<file path="src/rtl/spm_cfg.svh">
// constants for the strap-selected multi-use pin function mux
`ifndef SPM_CFG_SVH
`define SPM_CFG_SVH
`define SPM_STRAP_W 3
`define SPM_STRAP_MIXED 3'h0
`define SPM_STRAP_SWAP 3'h1
`define SPM_STRAP_SPEED 3'h2
`define SPM_STRAP_GPIO 3'h3
`define SPM_STRAP_BCIND 3'h4
`define SPM_STRAP_UART 3'h5
`define SPM_SAMPLE_DELAY 2'h2
`define SPM_ADDR_W 7
`endif

</file>
<file path="src/rtl/spm_pkg.sv">
// types shared by the multi-use pin function mux
package spm_pkg;
	typedef enum logic [2:0] {
		SPM_CFG_MIXED = 3'h0,
		SPM_CFG_SWAP = 3'h1,
		SPM_CFG_SPEED = 3'h2,
		SPM_CFG_GPIO = 3'h3,
		SPM_CFG_BCIND = 3'h4,
		SPM_CFG_UART = 3'h5
	} spm_cfg_t;
	typedef struct packed {
		logic [7:1] out;
		logic [7:1] oe;
	} spm_pins_t;
	typedef struct packed {
		logic [3:1] out;
		logic [3:1] oe;
	} spm_gio_t;
endpackage : spm_pkg

</file>
<file path="src/rtl/spm_pin_mux.sv">
// strap-selected function mux for the seven multi-use pins
`timescale 1ns/1ps
`default_nettype none
`include "spm_cfg.svh"
module spm_pin_mux #(
	parameter int ADDR_W = `SPM_ADDR_W
) (
	// clock and reset
	input wire logic sys_clk,
	input wire logic srst,
	// decoded mode-select strap level
	input wire logic [2:0] mode_strap_code,
	input wire logic serial_iface_strap_sel,
	// multi-use pins
	input wire logic [7:1] multi_use_pin_in,
	output logic [7:1] multi_use_pin_out,
	output logic [7:1] multi_use_pin_oe,
	// general I/O user side
	input wire logic [3:1] general_io_wr,
	input wire logic [3:1] general_io_dir,
	output logic [3:1] general_io_rd,
	// management interface core side
	input wire logic mgmt_data_drive_low,
	input wire logic mgmt_clock_drive_low,
	output logic mgmt_data_pin,
	output logic mgmt_clock_pin,
	output logic mgmt_iface_en,
	output logic mgmt_bridge_mode,
	// hub state
	input wire logic hs_suspend,
	input wire logic [ADDR_W-1:0] hs_addr_p0,
	input wire logic [ADDR_W-1:0] ss_addr_p0,
	input wire logic [ADDR_W-1:0] hs_addr_p1,
	input wire logic [ADDR_W-1:0] ss_addr_p1,
	// role swap and active configuration
	output logic role_swap_request,
	output logic [2:0] active_cfg
);
	// host detection compares whole address fields; wider fields are not served
	if (ADDR_W < 1 || ADDR_W > 16) begin : g_bad_addr_w
		$error("spm_pin_mux: ADDR_W out of range");
	end

	////////////////////////////////////////////////////////////////////
	// input synchronisers: pins and strap are asynchronous to sys_clk
	// reset clears both stages so the strap capture never sees a stale level
	logic [7:1] pin_s1;
	logic [7:1] pin_s2;
	logic [2:0] strap_s1;
	logic [2:0] strap_s2;
	logic sel_s1;
	logic sel_s2;
	always_ff @(posedge sys_clk) begin
		if (srst) begin
			pin_s1 <= 7'h00;
			pin_s2 <= 7'h00;
			strap_s1 <= 3'h0;
			strap_s2 <= 3'h0;
			sel_s1 <= 1'b0;
			sel_s2 <= 1'b0;
		end else begin
			pin_s1 <= multi_use_pin_in;
			pin_s2 <= pin_s1;
			strap_s1 <= mode_strap_code;
			strap_s2 <= strap_s1;
			sel_s1 <= serial_iface_strap_sel;
			sel_s2 <= sel_s1;
		end
	end

	////////////////////////////////////////////////////////////////////
	// strap capture: wait for the synchroniser to fill, then latch once
	logic [1:0] wait_cnt;
	logic [1:0] next_wait_cnt;
	logic latched;
	logic next_latched;
	spm_pkg::spm_cfg_t cfg;
	spm_pkg::spm_cfg_t next_cfg;
	logic bridge;
	logic next_bridge;
	always_comb begin
		next_wait_cnt = wait_cnt;
		next_latched = latched;
		next_cfg = cfg;
		next_bridge = bridge;
		if (!latched) begin
			if (wait_cnt == `SPM_SAMPLE_DELAY) begin
				next_latched = 1'b1;
				next_bridge = sel_s2;
				case (strap_s2)
					`SPM_STRAP_SWAP: next_cfg = spm_pkg::SPM_CFG_SWAP;
					`SPM_STRAP_SPEED: next_cfg = spm_pkg::SPM_CFG_SPEED;
					`SPM_STRAP_GPIO: next_cfg = spm_pkg::SPM_CFG_GPIO;
					`SPM_STRAP_BCIND: next_cfg = spm_pkg::SPM_CFG_BCIND;
					`SPM_STRAP_UART: next_cfg = spm_pkg::SPM_CFG_UART;
					default: next_cfg = spm_pkg::SPM_CFG_MIXED;
				endcase
			end else begin
				next_wait_cnt = wait_cnt + 2'h1;
			end
		end
	end
	always_ff @(posedge sys_clk) begin
		if (srst) begin
			wait_cnt <= 2'h0;
			latched <= 1'b0;
			cfg <= spm_pkg::SPM_CFG_MIXED;
			bridge <= 1'b0;
		end else begin
			wait_cnt <= next_wait_cnt;
			latched <= next_latched;
			cfg <= next_cfg;
			bridge <= next_bridge;
		end
	end

	////////////////////////////////////////////////////////////////////
	// host detection per port
	logic [1:0] host_seen;
	logic [1:0] host_slow;
	always_comb begin
		host_seen[0] = (ss_addr_p0 != '0) || (hs_addr_p0 != '0);
		host_seen[1] = (ss_addr_p1 != '0) || (hs_addr_p1 != '0);
		// a fast-class address wins if both are set
		host_slow[0] = (ss_addr_p0 == '0);
		host_slow[1] = (ss_addr_p1 == '0);
	end

	////////////////////////////////////////////////////////////////////
	// pin function selection
	spm_pkg::spm_pins_t pins;
	spm_pkg::spm_pins_t next_pins;
	logic swap;
	logic next_swap;
	logic [3:1] gio_rd;
	logic [3:1] next_gio_rd;
	logic mdat;
	logic mclk;
	logic next_mdat;
	logic next_mclk;
	logic men;
	logic next_men;
	spm_pkg::spm_gio_t gio;
	always_comb begin
		gio.out = general_io_wr;
		gio.oe = general_io_dir;
		next_pins.out = 7'h00;
		next_pins.oe = 7'h00;
		next_swap = swap;
		next_gio_rd = gio_rd;
		next_men = 1'b0;
		next_mdat = 1'b1;
		next_mclk = 1'b1;
		if (latched) begin
			// pins 4 and 5 open drain; unusable in gpio and bc indicator modes
			next_men = (cfg != spm_pkg::SPM_CFG_GPIO) && (cfg != spm_pkg::SPM_CFG_BCIND);
			if (next_men) begin
				next_pins.oe[4] = mgmt_data_drive_low;
				next_pins.oe[5] = mgmt_clock_drive_low;
				next_mdat = pin_s2[4];
				next_mclk = pin_s2[5];
			end
			unique case (cfg)
				spm_pkg::SPM_CFG_MIXED: begin
					next_pins.out[3:1] = gio.out;
					next_pins.oe[3:1] = gio.oe;
					next_gio_rd = pin_s2[3:1];
					next_swap = pin_s2[6];
					next_pins.out[7] = hs_suspend;
					next_pins.oe[7] = 1'b1;
				end
				spm_pkg::SPM_CFG_SWAP: begin
					next_swap = pin_s2[6];
					next_pins.out[1] = host_slow[0];
					next_pins.oe[1] = host_seen[0];
					next_pins.out[2] = host_slow[1];
					next_pins.oe[2] = host_seen[1];
					// both taken from next_swap in one cycle
					next_pins.out[7] = next_swap;
					next_pins.out[3] = ~next_swap;
					next_pins.oe[7] = 1'b1;
					next_pins.oe[3] = 1'b1;
				end
				// other configurations drive nothing here and clear swap; pins 1-3, 6 and 7 float
				spm_pkg::SPM_CFG_SPEED, spm_pkg::SPM_CFG_GPIO,
				spm_pkg::SPM_CFG_BCIND, spm_pkg::SPM_CFG_UART: begin
					next_swap = 1'b0;
				end
			endcase
		end
	end
	always_ff @(posedge sys_clk) begin
		if (srst) begin
			pins <= '0;
			swap <= 1'b0;
			gio_rd <= 3'h0;
			mdat <= 1'b1;
			mclk <= 1'b1;
			men <= 1'b0;
		end else begin
			pins <= next_pins;
			swap <= next_swap;
			gio_rd <= next_gio_rd;
			mdat <= next_mdat;
			mclk <= next_mclk;
			men <= next_men;
		end
	end

	assign multi_use_pin_out = pins.out;
	assign multi_use_pin_oe = pins.oe;
	assign general_io_rd = gio_rd;
	assign mgmt_data_pin = mdat;
	assign mgmt_clock_pin = mclk;
	assign mgmt_iface_en = men;
	assign mgmt_bridge_mode = bridge;
	assign role_swap_request = swap;
	assign active_cfg = cfg;

	////////////////////////////////////////////////////////////////////
	// checks
	a_swap_pair_differ: assert property (@(posedge sys_clk) disable iff (srst)
		(latched && cfg == spm_pkg::SPM_CFG_SWAP && pins.oe[7])
		|-> (pins.out[7] != pins.out[3])) else $error("swap outputs equal");
	a_swap_true_follow: assert property (@(posedge sys_clk) disable iff (srst)
		(latched && cfg == spm_pkg::SPM_CFG_SWAP) |=> (pins.out[7] == swap))
		else $error("swap state not on pin seven");
	a_swap_compl_follow: assert property (@(posedge sys_clk) disable iff (srst)
		(latched && cfg == spm_pkg::SPM_CFG_SWAP) |=> (pins.out[3] == !swap && pins.oe[3]))
		else $error("complement not on pin three");
	a_swap_oe: assert property (@(posedge sys_clk) disable iff (srst)
		(latched && cfg == spm_pkg::SPM_CFG_SWAP) |=> (pins.oe[7] && pins.oe[3] && !pins.oe[6]))
		else $error("swap pin enables wrong");
	a_cfg_held: assert property (@(posedge sys_clk) disable iff (srst)
		latched |=> ($stable(cfg) && latched)) else $error("configuration changed");
	a_latch_time: assert property (@(posedge sys_clk)
		$fell(srst) |-> !latched [*3] ##1 latched) else $error("strap latch timing");
	a_unused_float: assert property (@(posedge sys_clk) disable iff (srst)
		(latched && cfg != spm_pkg::SPM_CFG_MIXED && cfg != spm_pkg::SPM_CFG_SWAP)
		|=> (pins.oe[3:1] == 3'h0 && pins.oe[7:6] == 2'h0 && !swap))
		else $error("unused configuration drives pins");
	a_mixed_susp: assert property (@(posedge sys_clk) disable iff (srst)
		(latched && cfg == spm_pkg::SPM_CFG_MIXED)
		|=> (pins.oe[7] && pins.out[7] == $past(hs_suspend))) else $error("suspend flag not driven");
	a_mixed_gio: assert property (@(posedge sys_clk) disable iff (srst)
		(latched && cfg == spm_pkg::SPM_CFG_MIXED) |=> (pins.oe[3:1] == $past(general_io_dir)))
		else $error("general io enable wrong");
	a_gio_read: assert property (@(posedge sys_clk) disable iff (srst)
		(latched && cfg == spm_pkg::SPM_CFG_MIXED) |=> (gio_rd == $past(pin_s2[3:1])))
		else $error("general io read wrong");
	// host kind: none, fast and slow cases for each port
	a_host_none_z: assert property (@(posedge sys_clk) disable iff (srst)
		(latched && cfg == spm_pkg::SPM_CFG_SWAP && hs_addr_p0 == '0 && ss_addr_p0 == '0)
		|=> !pins.oe[1]) else $error("port0 kind driven without host");
	a_host_fast_p0: assert property (@(posedge sys_clk) disable iff (srst)
		(latched && cfg == spm_pkg::SPM_CFG_SWAP && ss_addr_p0 != '0)
		|=> (pins.oe[1] && !pins.out[1])) else $error("port0 fast host not low");
	a_host_slow_p0: assert property (@(posedge sys_clk) disable iff (srst)
		(latched && cfg == spm_pkg::SPM_CFG_SWAP && ss_addr_p0 == '0 && hs_addr_p0 != '0)
		|=> (pins.oe[1] && pins.out[1])) else $error("port0 slow host not high");
	a_host_fast_low: assert property (@(posedge sys_clk) disable iff (srst)
		(latched && cfg == spm_pkg::SPM_CFG_SWAP && ss_addr_p1 != '0)
		|=> (pins.oe[2] && !pins.out[2])) else $error("port1 fast host not low");
	a_host_slow_p1: assert property (@(posedge sys_clk) disable iff (srst)
		(latched && cfg == spm_pkg::SPM_CFG_SWAP && ss_addr_p1 == '0 && hs_addr_p1 != '0)
		|=> (pins.oe[2] && pins.out[2])) else $error("port1 slow host not high");
	a_host_none_p1: assert property (@(posedge sys_clk) disable iff (srst)
		(latched && cfg == spm_pkg::SPM_CFG_SWAP && hs_addr_p1 == '0 && ss_addr_p1 == '0)
		|=> !pins.oe[2]) else $error("port1 kind driven without host");
	a_mgmt_od: assert property (@(posedge sys_clk) disable iff (srst)
		!pins.out[4] && !pins.out[5]) else $error("management pin driven high");
	a_mgmt_drive_low: assert property (@(posedge sys_clk) disable iff (srst)
		men |-> (pins.oe[4] == $past(mgmt_data_drive_low)
			&& pins.oe[5] == $past(mgmt_clock_drive_low))) else $error("management pull-down wrong");
	a_mgmt_idle_high: assert property (@(posedge sys_clk) disable iff (srst)
		!men |-> (mdat && mclk && pins.oe[5:4] == 2'h0))
		else $error("disabled management pins not idle");
	a_bridge_latch: assert property (@(posedge sys_clk) disable iff (srst)
		$rose(latched) |-> (bridge == $past(sel_s2))) else $error("bridge mode not latched");
	a_mgmt_off: assert property (@(posedge sys_clk) disable iff (srst)
		(latched && (cfg == spm_pkg::SPM_CFG_GPIO || cfg == spm_pkg::SPM_CFG_BCIND))
		|=> !men) else $error("management enabled in unusable mode");
	a_swap_input: assert property (@(posedge sys_clk) disable iff (srst)
		(latched && cfg == spm_pkg::SPM_CFG_MIXED) |=> (swap == $past(pin_s2[6])))
		else $error("swap request not taken");
endmodule : spm_pin_mux
`default_nettype wire

</file>
<file path="config.mk">
export PLATFORM = sky130hd
export DESIGN_NAME = spm_pin_mux
export DESIGN_NICKNAME = d
export VERILOG_FILES = /design/src/rtl/spm_pkg.sv /design/src/rtl/spm_pin_mux.sv
export VERILOG_INCLUDE_DIRS = /design/src /design/src/rtl
export SDC_FILE = /design/constraint.sdc
export NUM_CORES = 1
export LEC_CHECK = 0
export ABC_AREA = 1
export BUFFER_PORTS_ARGS = -buffer_cell sky130_fd_sc_hd__buf_2
export CAP_MARGIN = 15
export CORE_ASPECT_RATIO = 1.1
export CORE_MARGIN = 2
export CORE_UTILIZATION = 45
export CTS_CLUSTER_SIZE = 25
export DETAILED_ROUTE_END_ITERATION = 16
export GPL_TIMING_DRIVEN = 0
export PLACE_DENSITY_LB_ADDON = 0.08
export SLEW_MARGIN = 20
export SYNTH_ARGS = -nofsm -noshare
export SYNTH_HDL_FRONTEND = slang
export SYNTH_SLANG_ARGS = --single-unit
</file>
<file path="constraint.sdc">
create_clock -name sys_clk -period 1.2 [get_ports sys_clk]
set_input_delay 0.24 -clock sys_clk [delete_from_list [all_inputs] [get_ports sys_clk]]
set_output_delay 0.24 -clock sys_clk [all_outputs]
set_load 0.05 [all_outputs]
</file>
**Word-level counts from Yosys, hierarchy flattened**

Cells that the tools add are included.

- Register bits after elaboration: 48
- Logic and storage cells: 62

- Reduce and logical (&&, ||, !) cells: 17
- Bitwise operators: 4
- Eq/ne operators: 13
- $add $sub $neg: 1
- Multiplexer cells: 7

Operator list:

| kind | count |
|---|---|
| $reduce_bool A7 Y1 | 4 |
| $pmux W3 S5 | 1 |
| $logic_not A7 Y1 | 2 |
| $eq A3 B2 Y1 const B | 4 |
| $eq A3 B3 Y1 const B | 4 |
| $pmux W4 S2 | 1 |
| $eq A3 B1 Y1 const B | 2 |
| $pmux W3 S2 | 1 |
| $reduce_and A2 Y1 | 3 |
| $not A1 Y1 | 4 |
| $pmux W1 S2 | 2 |
| $reduce_or A2 Y1 | 2 |
| $reduce_or A4 Y1 | 1 |
| $logic_not A3 Y1 | 1 |
| $ne A3 B2 Y1 const B | 1 |
| $ne A3 B3 Y1 const B | 1 |
| $reduce_or A3 Y1 | 1 |
| $add A2 B1 Y2 const B | 1 |
| $eq A2 B2 Y1 const B | 1 |
| $logic_or A1 B1 Y1 | 2 |
| $mux W1 | 2 |
| $logic_and A1 B1 Y1 | 1 |

**Depth between registers and ports, before layout**

Gate-level depths: netlist of run 1.

- Depth in word-level cells: 4
- Mapped depth: 6

**Worst setup path after synthesis of run 1**

Ideal clock, no wire load.

- Path type: reg2reg
- From: reg cfg[2], in the netlist active_cfg[2]
- To: reg swap, in the netlist role_swap_request
- Slack: -212 ps
- Required time: 1083 ps
- Cell stages (with the launch flop): 6
- Clock period less this slack: 1412 ps
- Path buffers: 0
- Arrival: 1294 ps
- Cells stage by stage: dfxtp_1 > inv_1 > ha_1 > nor2_1 > a21oi_1 > nor2_1

- Word-level cells in the longest chain between the ends: 3
- Elaborated cells between the ends (all ways): 9
- Those cells by class: eq/ne: 5; mux: 1; reduce/logical: 3

RTL lines:

| item | line | RTL |
|---|---|---|
| start: declaration | spm_pin_mux.sv:77 | `spm_pkg::spm_cfg_t cfg;` |
| start signal: assignment | spm_pin_mux.sv:107 | `cfg <= spm_pkg::SPM_CFG_MIXED;` |
| start signal: assignment | spm_pin_mux.sv:112 | `cfg <= next_cfg;` |
| $eq A3 B2 Y1, or another cell as far along | spm_pin_mux.sv:163 | `unique case (cfg)` |
| $reduce_or A4 Y1 / $reduce_or A2 Y1 (equally long branches) | - |  |
| $pmux W1 S2 (*) | spm_pin_mux.sv:163 |  |
| end signal: assignment | spm_pin_mux.sv:202 | `swap <= next_swap;` |
| end: declaration | spm_pin_mux.sv:133 | `logic swap;` |

Mark *: on every way between the ends. The rest lies on a longest branch, timed or not.
A chain may end at the register's enable or synchronous reset.

**Final worst setup path of run 1**

- From: reg cfg[0], in the netlist active_cfg[0]
- To: out active_cfg[0]

RTL lines:

| item | line | RTL |
|---|---|---|
| end: declaration | spm_pin_mux.sv:37 | `output logic [2:0] active_cfg` |

No word-level cell between the ends.

==> results.md, run 1 <==
- Status: finished clean
- Slowest CP cell: dfxtp_4
- # diodes: 0
- Switching pwr: 1.36 mW
- Total grt overflow: 0
- Critical Path Start: active_cfg[0]$_SDFFE_PP0P_
- Die Width: 60.6 µm
- Wire length per cell: 8.94 µm
- Hold_ws: 63.9 ps
- CTS tree: done
- Mapped Area: 1590 µm²
- First-pass GRT wire length: 4960 µm
- H-Tree Level Count: 2
- Seq pwr share: 47.6%
- Register-to-register setup slack: 120 ps
- VDD IR-drop max: 0.870 mV
- Logic pwr share: 32.6%
- Post-Route Skew: 8.65 ps
- Final min period: 1160 ps
- Synth Register Bits: 44
- DR iter-0 viols: 20
- CTS clk-pin slew, worst paths: 120 ps
- Switching share of power: 36.6%
- Routability Congestion: 0.732
- Setup TNS: 0 ps
- Core area: 3360 µm²
- Max-cap violations: 0
- Post-layout util: 64.2%
- ANT nets after route: 0
- Synth Area in Simple Gates: 22.7%
- Worst min path class: input pin to flip-flop
- Worst-case reg-to-reg path depth: 6
- Synth-to-Final Area Change: 35.9%
- Clock sinks: 44
- DRC Markers: 0
- Place WS: 36.8 ps
- CP max FO: 6
- Final Hold Vio Count: 0
- Critical path, cell by cell: buf_8
- PD cells: 1720 nW/µm²
- RSZ-0062 raised after global routing: false
- Main combinational cell family by area after synthesis: simple AND/OR/NAND/NOR gates
- Die area: 4010 µm²
- Buffers on Ports: 69
- Critical R2R Capture: active_cfg[0]$_SDFFE_PP0P_
- Root buffer cell: clkbuf_4
- Cell variety after synth: 22
- # setup viols final: 0
- Delay-heaviest family, CP: flip-flops
- Post-Synthesis Cells: 201
- First drt pass iteration count: 4
- Average size of a mapped cell: 7.89 µm²
- Most frequent cells in the layout: buf_2 (50), nor2_1 (44), dfxtp_1 (39)
- R2R Path Start: wait_cnt[0]$_SDFFE_PP0P_
- Critical path required time: 960 ps
- End of the critical path: active_cfg[0]
- FF+latch area: 895 µm²
- Pin count of the biggest net entering global routing: 14
- Final wirelength: 2940 µm
- Pleak: 1.10 nW
- Register area share after synthesis: 55.6%
- Critical Path Max Stage Delay: 410 ps
- Crit. path cell count: 1
- Via count: 1367
- Cts bufs inserted: 5
- Share of cells above drive strength 1: 34.5%
- Worst-Skew Late Latency: 360 ps
- Crit end category: output port
- Clk pwr share: 19.8%
- Number of vias per cell: 4.16
- # rows: 22
- Multi-input logic area: 528 µm²
- IO Count: 75
- Buf/Inv on CP: 1
- Post-synthesis compound-gate area fraction: 7.97%
- Post-DP HPWL: 2150 µm
- Tot Pwr: 3.71 mW
- Initial antenna violation count: 0
- Worst setup SP type: flip-flop
- GRT Total Usage: 16.6%
- Vias in the first global route: 1238
- Post-Synth Adder-Cell Area: 1.58%
- Slew Limit Fails: 0
- Commonest non-fill, non-tap cell in the layout: buf_2
- Filler cells: 323
- Max Buffers Root-to-Sink: 2
- Yosys warns: 0
- Internal power: 2.35 mW
- Final WS setup: 41.0 ps
- Worst Path Arrival: 920 ps
- Post-CTS Setup Inserts: 0
- Xor and xnor area share after synthesis: 0%
- Final #Nets: 332
- Multiplexer share of the synthesized area: 0%
- Starting Density: 47.2%
- WS Path Type: flip-flop to output port
- Period utilization: 96.6%
- Highest clock rate: 863 MHz
- Die H: 66.3 µm
==> tightest hold or removal path, delay by kind of cell <==
kind	cells	cell delay, ps
buffers and inverters	2	130
AND/OR/NAND/NOR	1	30
==> layout make-up <==
class | count | area share, %
Tap cell | 48 | 2.79
Clock inverter | 2 | 0.465
Multi-Input combinational cell | 115 | 24.5
Clock buffer | 6 | 2.38
Sequential cell | 44 | 41.5
Timing Repair Buffer | 69 | 19.5
Inverter | 37 | 6.45
Buffer | 8 | 2.38
==> cell usage after synthesis, drive strengths merged <==
library cell | count | area (µm²)
a21oi | 16 | 83.8
nand2 | 30 | 115
a211oi | 2 | 15.0
o21ai | 4 | 20.0
conb | 1 | 3.75
ha | 2 | 25.0
nor2 | 46 | 180
nor3 | 1 | 10.0
inv | 37 | 139
o21a | 1 | 7.51
buf | 7 | 47.6
dfxtp | 44 | 881
clkbuf | 1 | 3.75
nand3 | 6 | 35.0
or2 | 3 | 18.8
==> worst min path at each step <==
stage	startpoint	end	slack, ps	cells after the start
5_1_grt	multi_use_pin_in[4]	pin_s1[4]$_SDFF_PP0_	60	3
3_5_place_dp	strap_s1[0]$_SDFF_PP0_	strap_s2[0]$_SDFF_PP0_	390	2
6_report	multi_use_pin_in[3]	pin_s1[3]$_SDFF_PP0_	60	3
2_1_floorplan	multi_use_pin_in[1]	pin_s1[1]$_SDFF_PP0_	350	2
4_1_cts	mode_strap_code[1]	strap_s1[1]$_SDFF_PP0_	50	3
3_3_place_gp	pin_s2[4]$_SDFF_PP0_	mgmt_data_pin$_SDFF_PP1_	390	1
==> cell families after synthesis <==
group           count (synthesis)
compound gates                 23
fa+ha+maj                       2
buf+inv                        45
flops                          44
other cells                     1
simple gates                   86
==> state kept, by name (all words and copies together) (netlist names), 2 cells and up <==
register           count
active_cfg             3
pin_s1                 6
multi_use_pin_oe       6
strap_s1               3
multi_use_pin_out      4
strap_s2               3
wait_cnt               2
general_io_rd          3
pin_s2                 6
==> through the flow <==
step                cell area [µm²]  cells
floorplan                      1600    204
global placement               2010    321
detailed placement             2010    321
CTS                            2100    329
global route                   2150    329
finish                         2150    329
==> metal layers <==
metal	routed length, µm	vias to the layer above	part of all wire [%]	global-route usage, %
met5	0	-	0	0
met4	75	0	2.5	10.3
met3	206	7	7.0	4.89
met2	1310	48	44	26.6
met1	1350	565	46	18.8
li1	-	747	-	-
==> repair_timing <==
action	4_1_cts	5_1_grt
endpoints found under the setup margin	8	29
hold buffers	0	0
pin swaps	0	1
gates resized for setup	11	24
==> power groups by stage <==
stage	registers (mW)	clock network (mW)	logic [mW]
after floorplan	2.09	0	0.526
after global placement	1.77	0	1.11
after detailed placement	1.77	0	1.13
after CTS	1.75	0.752	1.17
after global routing	1.79	0.808	1.34
final	1.77	0.733	1.21
(Power assumes the default switching activity.)
==> inputs of run 2 (changes only) <==
--- a/config.mk
+++ b/config.mk
@@ -6,16 +6,16 @@
 export SDC_FILE = /design/constraint.sdc
 export NUM_CORES = 1
 export LEC_CHECK = 0
-export ABC_AREA = 1
 export BUFFER_PORTS_ARGS = -buffer_cell sky130_fd_sc_hd__buf_2
 export CAP_MARGIN = 15
 export CORE_ASPECT_RATIO = 1.1
 export CORE_MARGIN = 2
-export CORE_UTILIZATION = 45
+export CORE_UTILIZATION = 44
 export CTS_CLUSTER_SIZE = 25
 export DETAILED_ROUTE_END_ITERATION = 16
 export GPL_TIMING_DRIVEN = 0
 export PLACE_DENSITY_LB_ADDON = 0.08
+export SETUP_SLACK_MARGIN = 0.1
 export SLEW_MARGIN = 20
 export SYNTH_ARGS = -nofsm -noshare
 export SYNTH_HDL_FRONTEND = slang
==> results.md, run 2 <==
- Die H: 65.4 µm (-1.2%)
- Worst-case reg-to-reg path depth: 5 (-1)
- Worst setup SP type: flip-flop
- Average size of a mapped cell: 10.4 µm² (+32%)
- Max Buffers Root-to-Sink: 2 (unchanged)
- Actual transition at the worst max-transition pin: 505 ps
- Multi-input logic area: 654 µm² (+24%)
- # rows: 22 (unchanged)
- FF+latch area: 920 µm² (+2.8%)
- Die Width: 59.9 µm (-1.2%)
- Number of vias per cell: 4.93 (+19%)
- Worst Path Arrival: 1520 ps (+600 ps)
- Hold Path Depth: 2 (-1)
- Failing checks: negative setup slack
- Final wirelength: 3390 µm (+15%)
- Synth area leader: dfxtp_1
- CP max FO: 9 (+3)
- First-pass GRT wire length: 5350 µm (+7.8%)
- Buf/Inv on CP: 1 (unchanged)
- # diodes: 0 (unchanged)
- Switching pwr: 1.07 mW (-21%)
- Most frequent cells in the layout: buf_2 (48), nor2b_1 (21), dfxtp_1 (21)
- Hold-fix buffers, CTS: 0 (unchanged)
- Vias in the first global route: 1316 (+6.3%)
- Die area: 3920 µm² (-2.4%)
- Internal power: 2.46 mW (+4.7%)
- Tot Pwr: 3.53 mW (-4.7%)
- Pleak: 1.01 nW (-8.1%)
- Final Hold Vio Count: 0 (unchanged)
- Clk pwr share: 22.5% (+2.7 points)
- First drt pass iteration count: 4 (unchanged)
- Worst min path class: input pin to flip-flop
- DR iter-0 viols: 18 (-10%)
- Synth Register Bits: 44 (unchanged)
- Wire length per cell: 12.7 µm (+42%)
- Post-Synthesis Cells: 145 (-28%)
- Commonest non-fill, non-tap cell in the layout: buf_2
- Logic pwr share: 28.8% (-3.8 points)
- Count leader, synth: dfxtp_1
- Synth top area cells: dfxtp_1 (58%), nor2b_1 (9.1%), nor2_1 (3.5%), a21oi_1 (2.0%), mux2i_1 (2.0%)
- Critical Path Max Stage Delay: 450 ps (+40 ps)
- GRT Total Usage: 18.9% (+2.3 points)
- Status: finished, violations left
- Register-to-register setup slack: -60 ps (-180 ps)
- Crit end category: flip-flop
- Switching share of power: 30.4% (-6.2 points)
- Top cells by count, synth: dfxtp_1 (44), nor2b_1 (22), nor2_1 (14), nand2_1 (7), a21oi_1 (6)
- Cell variety after synth: 29 (+32%)
- Critical R2R Capture: multi_use_pin_oe[1]$_SDFF_PP0_
- CTS clk-pin slew, worst paths: 120 ps (about the same)
- Final WS setup: -61.5 ps (-102 ps)
- RSZ-0062 raised after global routing: true
- DRC Markers: 0 (unchanged)
- Post-DP HPWL: 2330 µm (+8.3%)
- H-Tree Level Count: 2 (unchanged)
- IO Count: 75 (unchanged)
- Post-Route Skew: 3.92 ps (-4.74 ps)
- Synth async-reset ratio: 0% (unchanged)
- R2R Path Start: active_cfg[1]$_SDFFE_PP0P_
- Max-cap violations: 0 (unchanged)
- Synth-to-Final Area Change: 55.2%
- PD cells: 1510 nW/µm² (-12%)
- # setup viols final: 4 (+4)
- Endpoint, Worst Hold: multi_use_pin_oe[4]$_SDFF_PP0_
- Clock sinks: 44 (unchanged)
- Highest clock rate: 793 MHz (-8.1%)
- Critical path required time: 1460 ps (+500 ps)
- Slew Limit Fails: 0 (unchanged)
- Slowest CP cell: dfxtp_4
- Final min period: 1260 ps (+102 ps)
- Final #Nets: 282 (-15%)
- Share of cells above drive strength 1: 54.1% (+20 points)
- Post-layout util: 70.9% (+6.8 points)
- Routability Congestion: 0.734 (+0.34%)
- WS Path Type: flip-flop to flip-flop
- Pin count of the biggest net entering global routing: 14 (unchanged)
- Post-synth EDFFs: 0 (unchanged)
- Filler cells: 250 (-23%)
- Starting Density: 45.7% (-1.5 points)
- Prevailing post-synth register cell: dfxtp_1
- Buffers on Ports: 69 (unchanged)
- Core area: 3300 µm² (-1.6%)
- Period utilization: 105% (+8.5 points)
- Seq pwr share: 48.7% (+1.1 points)
- Register area share after synthesis: 58.3% (+2.8 points)
- ANT nets after route: 0 (unchanged)
- Delay-heaviest family, CP: flip-flops
- Cts bufs inserted: 5 (unchanged)
- Yosys warns: 0 (unchanged)
- Total grt overflow: 0 (unchanged)
- Relative slew margins: 66.3%
- Post-synth top area share: 58.3% (+2.8 points)
- Initial antenna violation count: 0 (unchanged)
- Critical hold path startpoint: mgmt_data_drive_low
- Worst-Skew Late Latency: 350 ps (about the same)
- VDD IR-drop max: 0.820 mV (-5.9%)
- Root buffer cell: clkbuf_4
- Critical path, cell by cell: inv_2 > ha_4 > nand3b_1 > nor2b_1 > a22o_1
- CTS tree: done
- Via count: 1316 (-3.7%)
- Mapped Area: 1510 µm² (-4.7%)
## run 2: cell count changes after synthesis, sizes merged, moves of 5 or more
cell / before / now
a21oi: 16 / 6
inv: 37 / 5
nand2: 30 / 7
nand3: 6 / 1
nor2: 46 / 14
nor2b: 0 / 22
## run 2: power groups by stage
| stage | Combinational, mW | Clock, mW | Sequential, mW |
|---|---|---|---|
| 3_3_place_gp | 0.716 | 0 | 1.68 |
| 2_1_floorplan | 0.343 | 0 | 1.88 |
| 4_1_cts | 0.877 | 0.814 | 1.69 |
| 3_5_place_dp | 0.741 | 0 | 1.69 |
| 6_report | 1.02 | 0.795 | 1.72 |
| 5_1_grt | 1.10 | 0.891 | 1.74 |
## run 2: kinds of logic after synthesis
family / Yosys count / share of synthesized area [%]
XOR/XNOR: 1 / 0.580
buffers and inverters: 12 / 3.98
adder cells (fa/ha/maj): 2 / 1.66
AND/OR/NAND/NOR: 68 / 25.5
multiplexers: 3 / 1.99
flip-flops: 44 / 58.3
AO/OA/AOI/OAI: 14 / 7.71
other: 1 / 0.248
## run 2: worst max path at each step
stage | startpoint | to | cells past startpoint
4_1_cts | active_cfg[1]$_SDFFE_PP0P_ | active_cfg[1] | 1
3_3_place_gp | active_cfg[0]$_SDFFE_PP0P_ | multi_use_pin_oe[1]$_SDFF_PP0_ | 3
3_5_place_dp | active_cfg[0]$_SDFFE_PP0P_ | multi_use_pin_oe[1]$_SDFF_PP0_ | 3
2_1_floorplan | active_cfg[2]$_SDFFE_PP0P_ | multi_use_pin_oe[1]$_SDFF_PP0_ | 5
5_1_grt | active_cfg[2]$_SDFFE_PP0P_ | multi_use_pin_oe[5]$_SDFF_PP0_ | 3
6_report | active_cfg[1]$_SDFFE_PP0P_ | multi_use_pin_oe[1]$_SDFF_PP0_ | 5
## run 2: routing by layer
| layer | global-route usage (%) | vias to the layer above | share of wire [%] |
|---|---|---|---|
| met5 | 0 | - | 0 |
| met4 | 12.5 | 0 | 4.3 |
| met3 | 4.53 | 12 | 6.8 |
| met2 | 34.8 | 59 | 53 |
| met1 | 17.8 | 595 | 36 |
| li1 | - | 650 | - |
## run 2: stage by stage
stage | TNS (ps) | worst slack (ps) | std cells | area (µm²) | hold slack, ps
2_1_floorplan | -128 | -69.1 | 148 | 1540 | 312
3_3_place_gp | -312 | -145 | 253 | 1930 | 392
3_5_place_dp | -308 | -131 | 253 | 1930 | 391
4_1_cts | -110 | -23.4 | 264 | 2220 | 74.3
5_1_grt | -892 | -123 | 267 | 2340 | 67.4
6_report | -144 | -61.5 | 267 | 2340 | 86.0
## run 2: what timing repair did
item / 4_1_cts / 5_1_grt
resized for setup: 66 / 31
setup buffers: 3 / 3
pin swaps: 1 / 2
endpoints found under the setup margin: 41 / 42
## run 2: final cells by class
class / count / share of cell area (%)
sequential: 44 / 39.2
multi-input combinational: 92 / 27.9
timing repair buffer: 75 / 25.3
clock buffer: 7 / 2.83
tap: 36 / 1.92
buffer: 7 / 1.76
inverter: 5 / 0.801
clock inverter: 1 / 0.214
==> inputs of run 3 (changes only) <==
--- a/config.mk
+++ b/config.mk
@@ -6,11 +6,12 @@
 export SDC_FILE = /design/constraint.sdc
 export NUM_CORES = 1
 export LEC_CHECK = 0
+export ABC_AREA = 1
 export BUFFER_PORTS_ARGS = -buffer_cell sky130_fd_sc_hd__buf_2
 export CAP_MARGIN = 15
 export CORE_ASPECT_RATIO = 1.1
 export CORE_MARGIN = 2
-export CORE_UTILIZATION = 44
+export CORE_UTILIZATION = 45
 export CTS_CLUSTER_SIZE = 25
 export DETAILED_ROUTE_END_ITERATION = 16
 export GPL_TIMING_DRIVEN = 0
==> results.md, run 3 (synthesis gave the netlist of run 1 again) <==
- Starting Density: 47.2% (+1.5 points)
- Worst-case reg-to-reg path depth: 5 (unchanged)
- Routability Congestion: 0.702 (-4.3%)
- # diodes: 0 (unchanged)
- Post-DP Area: 2010 µm² (+4.1%)
- Met2 usage: 28.9% (-5.9 points)
- IO Count: 75 (unchanged)
- Final wirelength: 3210 µm (-5.2%)
- Root buffer cell: clkbuf_4
- Pin count of the biggest net entering global routing: 14 (unchanged)
- First-pass GRT wire length: 5050 µm (-5.6%)
- Hold Path Depth: 3 (+1)
- Die area: 4010 µm² (+2.5%)
- Die H: 66.3 µm (+1.2%)
- Post-DP HPWL: 2220 µm (-4.7%)
- DR iter-0 viols: 21 (+3)
- Max-cap violations: 0 (unchanged)
- Wire length per cell: 9.65 µm (-24%)
- # rows: 22 (unchanged)
- Crit end category: output port
- Total grt overflow: 0 (unchanged)
- Highest clock rate: 874 MHz (+10%)
- Critical path, cell by cell: buf_8
- Delay-heaviest family, CP: flip-flops
- Initial antenna violation count: 0 (unchanged)
- VDD IR-drop max: 0.905 mV (+10%)
- Endpoint, Worst Hold: pin_s1[1]$_SDFF_PP0_
- Number of vias per cell: 4.24 (-14%)
- CTS clk-pin slew, worst paths: 120 ps (about the same)
- Synth-to-Final Area Change: 49.6%
- Post-Route Skew: 7.00 ps (+3.08 ps)
- Busiest grt layer: met2
- Slowest CP cell: dfxtp_4
- Worst Path Arrival: 900 ps (-620 ps)
- Clock sinks: 44 (unchanged)
- R2R Path Start: active_cfg[1]$_SDFFE_PP0P_
- Worst setup SP type: flip-flop
- RSZ-0062 raised after global routing: true
- PD cells: 1680 nW/µm² (+12%)
- WS Path Type: flip-flop to output port
- Share of cells above drive strength 1: 43.2% (-11 points)
- First drt pass iteration count: 4 (unchanged)
- Max Buffers Root-to-Sink: 2 (unchanged)
- Final instance area: 2370 µm² (+1.2%)
- Final #Nets: 336 (+19%)
- CTS tree: done
- Critical Path Max Stage Delay: 400 ps (-50 ps)
- Final Hold Vio Count: 0 (unchanged)
- CP max FO: 4 (-5)
- GRT Total Usage: 17.0% (-1.9 points)
- ANT nets after route: 0 (unchanged)
- Worst min path class: input pin to flip-flop
- Cts bufs inserted: 5 (unchanged)
- Setup TNS: 0 ps (+144 ps)
- M3 GR Usage: 6.26% (+1.7 points)
- Via count: 1413 (+7.4%)
- Worst-Skew Late Latency: 350 ps (about the same)
- Final min period: 1140 ps (-117 ps)
- Most frequent cells in the layout: buf_2 (50), nor2_1 (44), inv_1 (34)
- H-Tree Level Count: 2 (unchanged)
- Tot Pwr: 3.99 mW (+13%)
- # setup viols final: 0 (-4)
- Buffers on Ports: 69 (unchanged)
- Register-to-register setup slack: 110 ps (+170 ps)
- Commonest non-fill, non-tap cell in the layout: buf_2
- DRC Markers: 0 (unchanged)
- Critical R2R Capture: role_swap_request$_SDFFE_PP0P_
- Grt met1 use: 18.6% (+0.83 points)
- Core area: 3360 µm² (+1.7%)
- Die Width: 60.6 µm (+1.2%)
- Buf/Inv on CP: 1 (unchanged)
- Period utilization: 95.3% (-9.8 points)
- Critical hold path startpoint: multi_use_pin_in[1]
- Critical path required time: 960 ps (-500 ps)
- Slew Limit Fails: 0 (unchanged)
- Status: finished clean
- Vias in the first global route: 1260 (-4.3%)
- Pleak: 1.16 nW (+15%)
## run 3: layout make-up
cell class                      count  area [µm²]
Buffer                              8        51.3
Clock buffer                        7        55.1
Clock inverter                      1        7.51
Fill cell                         295         986
Inverter                           37         139
Multi-Input combinational cell    115         566
Sequential cell                    44         920
Tap cell                           48        60.1
Timing Repair Buffer               73         574
## run 3: repair_timing
action | in CTS | in global routing
hold buffers | 0 | 0
buffers inserted | 2 | 2
setup endpoints to repair | 33 | 37
pin swaps | 1 | 0
hold endpoints to repair | 0 | 0
resized for setup | 56 | 35
## run 3: worst max path at each step
stage                                    start                              to  cells after the start
floorplan           active_cfg[1]$_SDFFE_PP0P_  role_swap_request$_SDFFE_PP0P_                      5
global placement      wait_cnt[0]$_SDFFE_PP0P_        wait_cnt[0]$_SDFFE_PP0P_                      5
detailed placement    wait_cnt[0]$_SDFFE_PP0P_        wait_cnt[1]$_SDFFE_PP0P_                      5
CTS                 active_cfg[0]$_SDFFE_PP0P_                   active_cfg[0]                      1
global route        active_cfg[0]$_SDFFE_PP0P_                   active_cfg[0]                      1
finish              active_cfg[0]$_SDFFE_PP0P_                   active_cfg[0]                      1
## run 3: routing by layer
metal | vias up | wire, µm
met5 | - | 0
met1 | 605 | 1330
met4 | 0 | 46
met2 | 45 | 1590
li1 | 757 | -
met3 | 6 | 255
## run 3: report_power, final
part,internal [mW],switching [mW]
Clock,0.287,0.451
Combinational,0.596,0.847
Sequential,1.66,0.151
Total,2.55,1.45
## run 3: through the flow
step / setup WS, ps / std cells / utilization, % / hold WS, ps
after floorplan: 102 / 204 / - / 347
after global placement: 62.3 / 321 / 59.9 / 389
after detailed placement: 30.8 / 321 / 59.9 / 392
after CTS: 32.8 / 331 / 67.1 / 63.3
after global routing: 7.71 / 333 / 70.6 / 52.3
final: 56.0 / 333 / 70.6 / 72.2
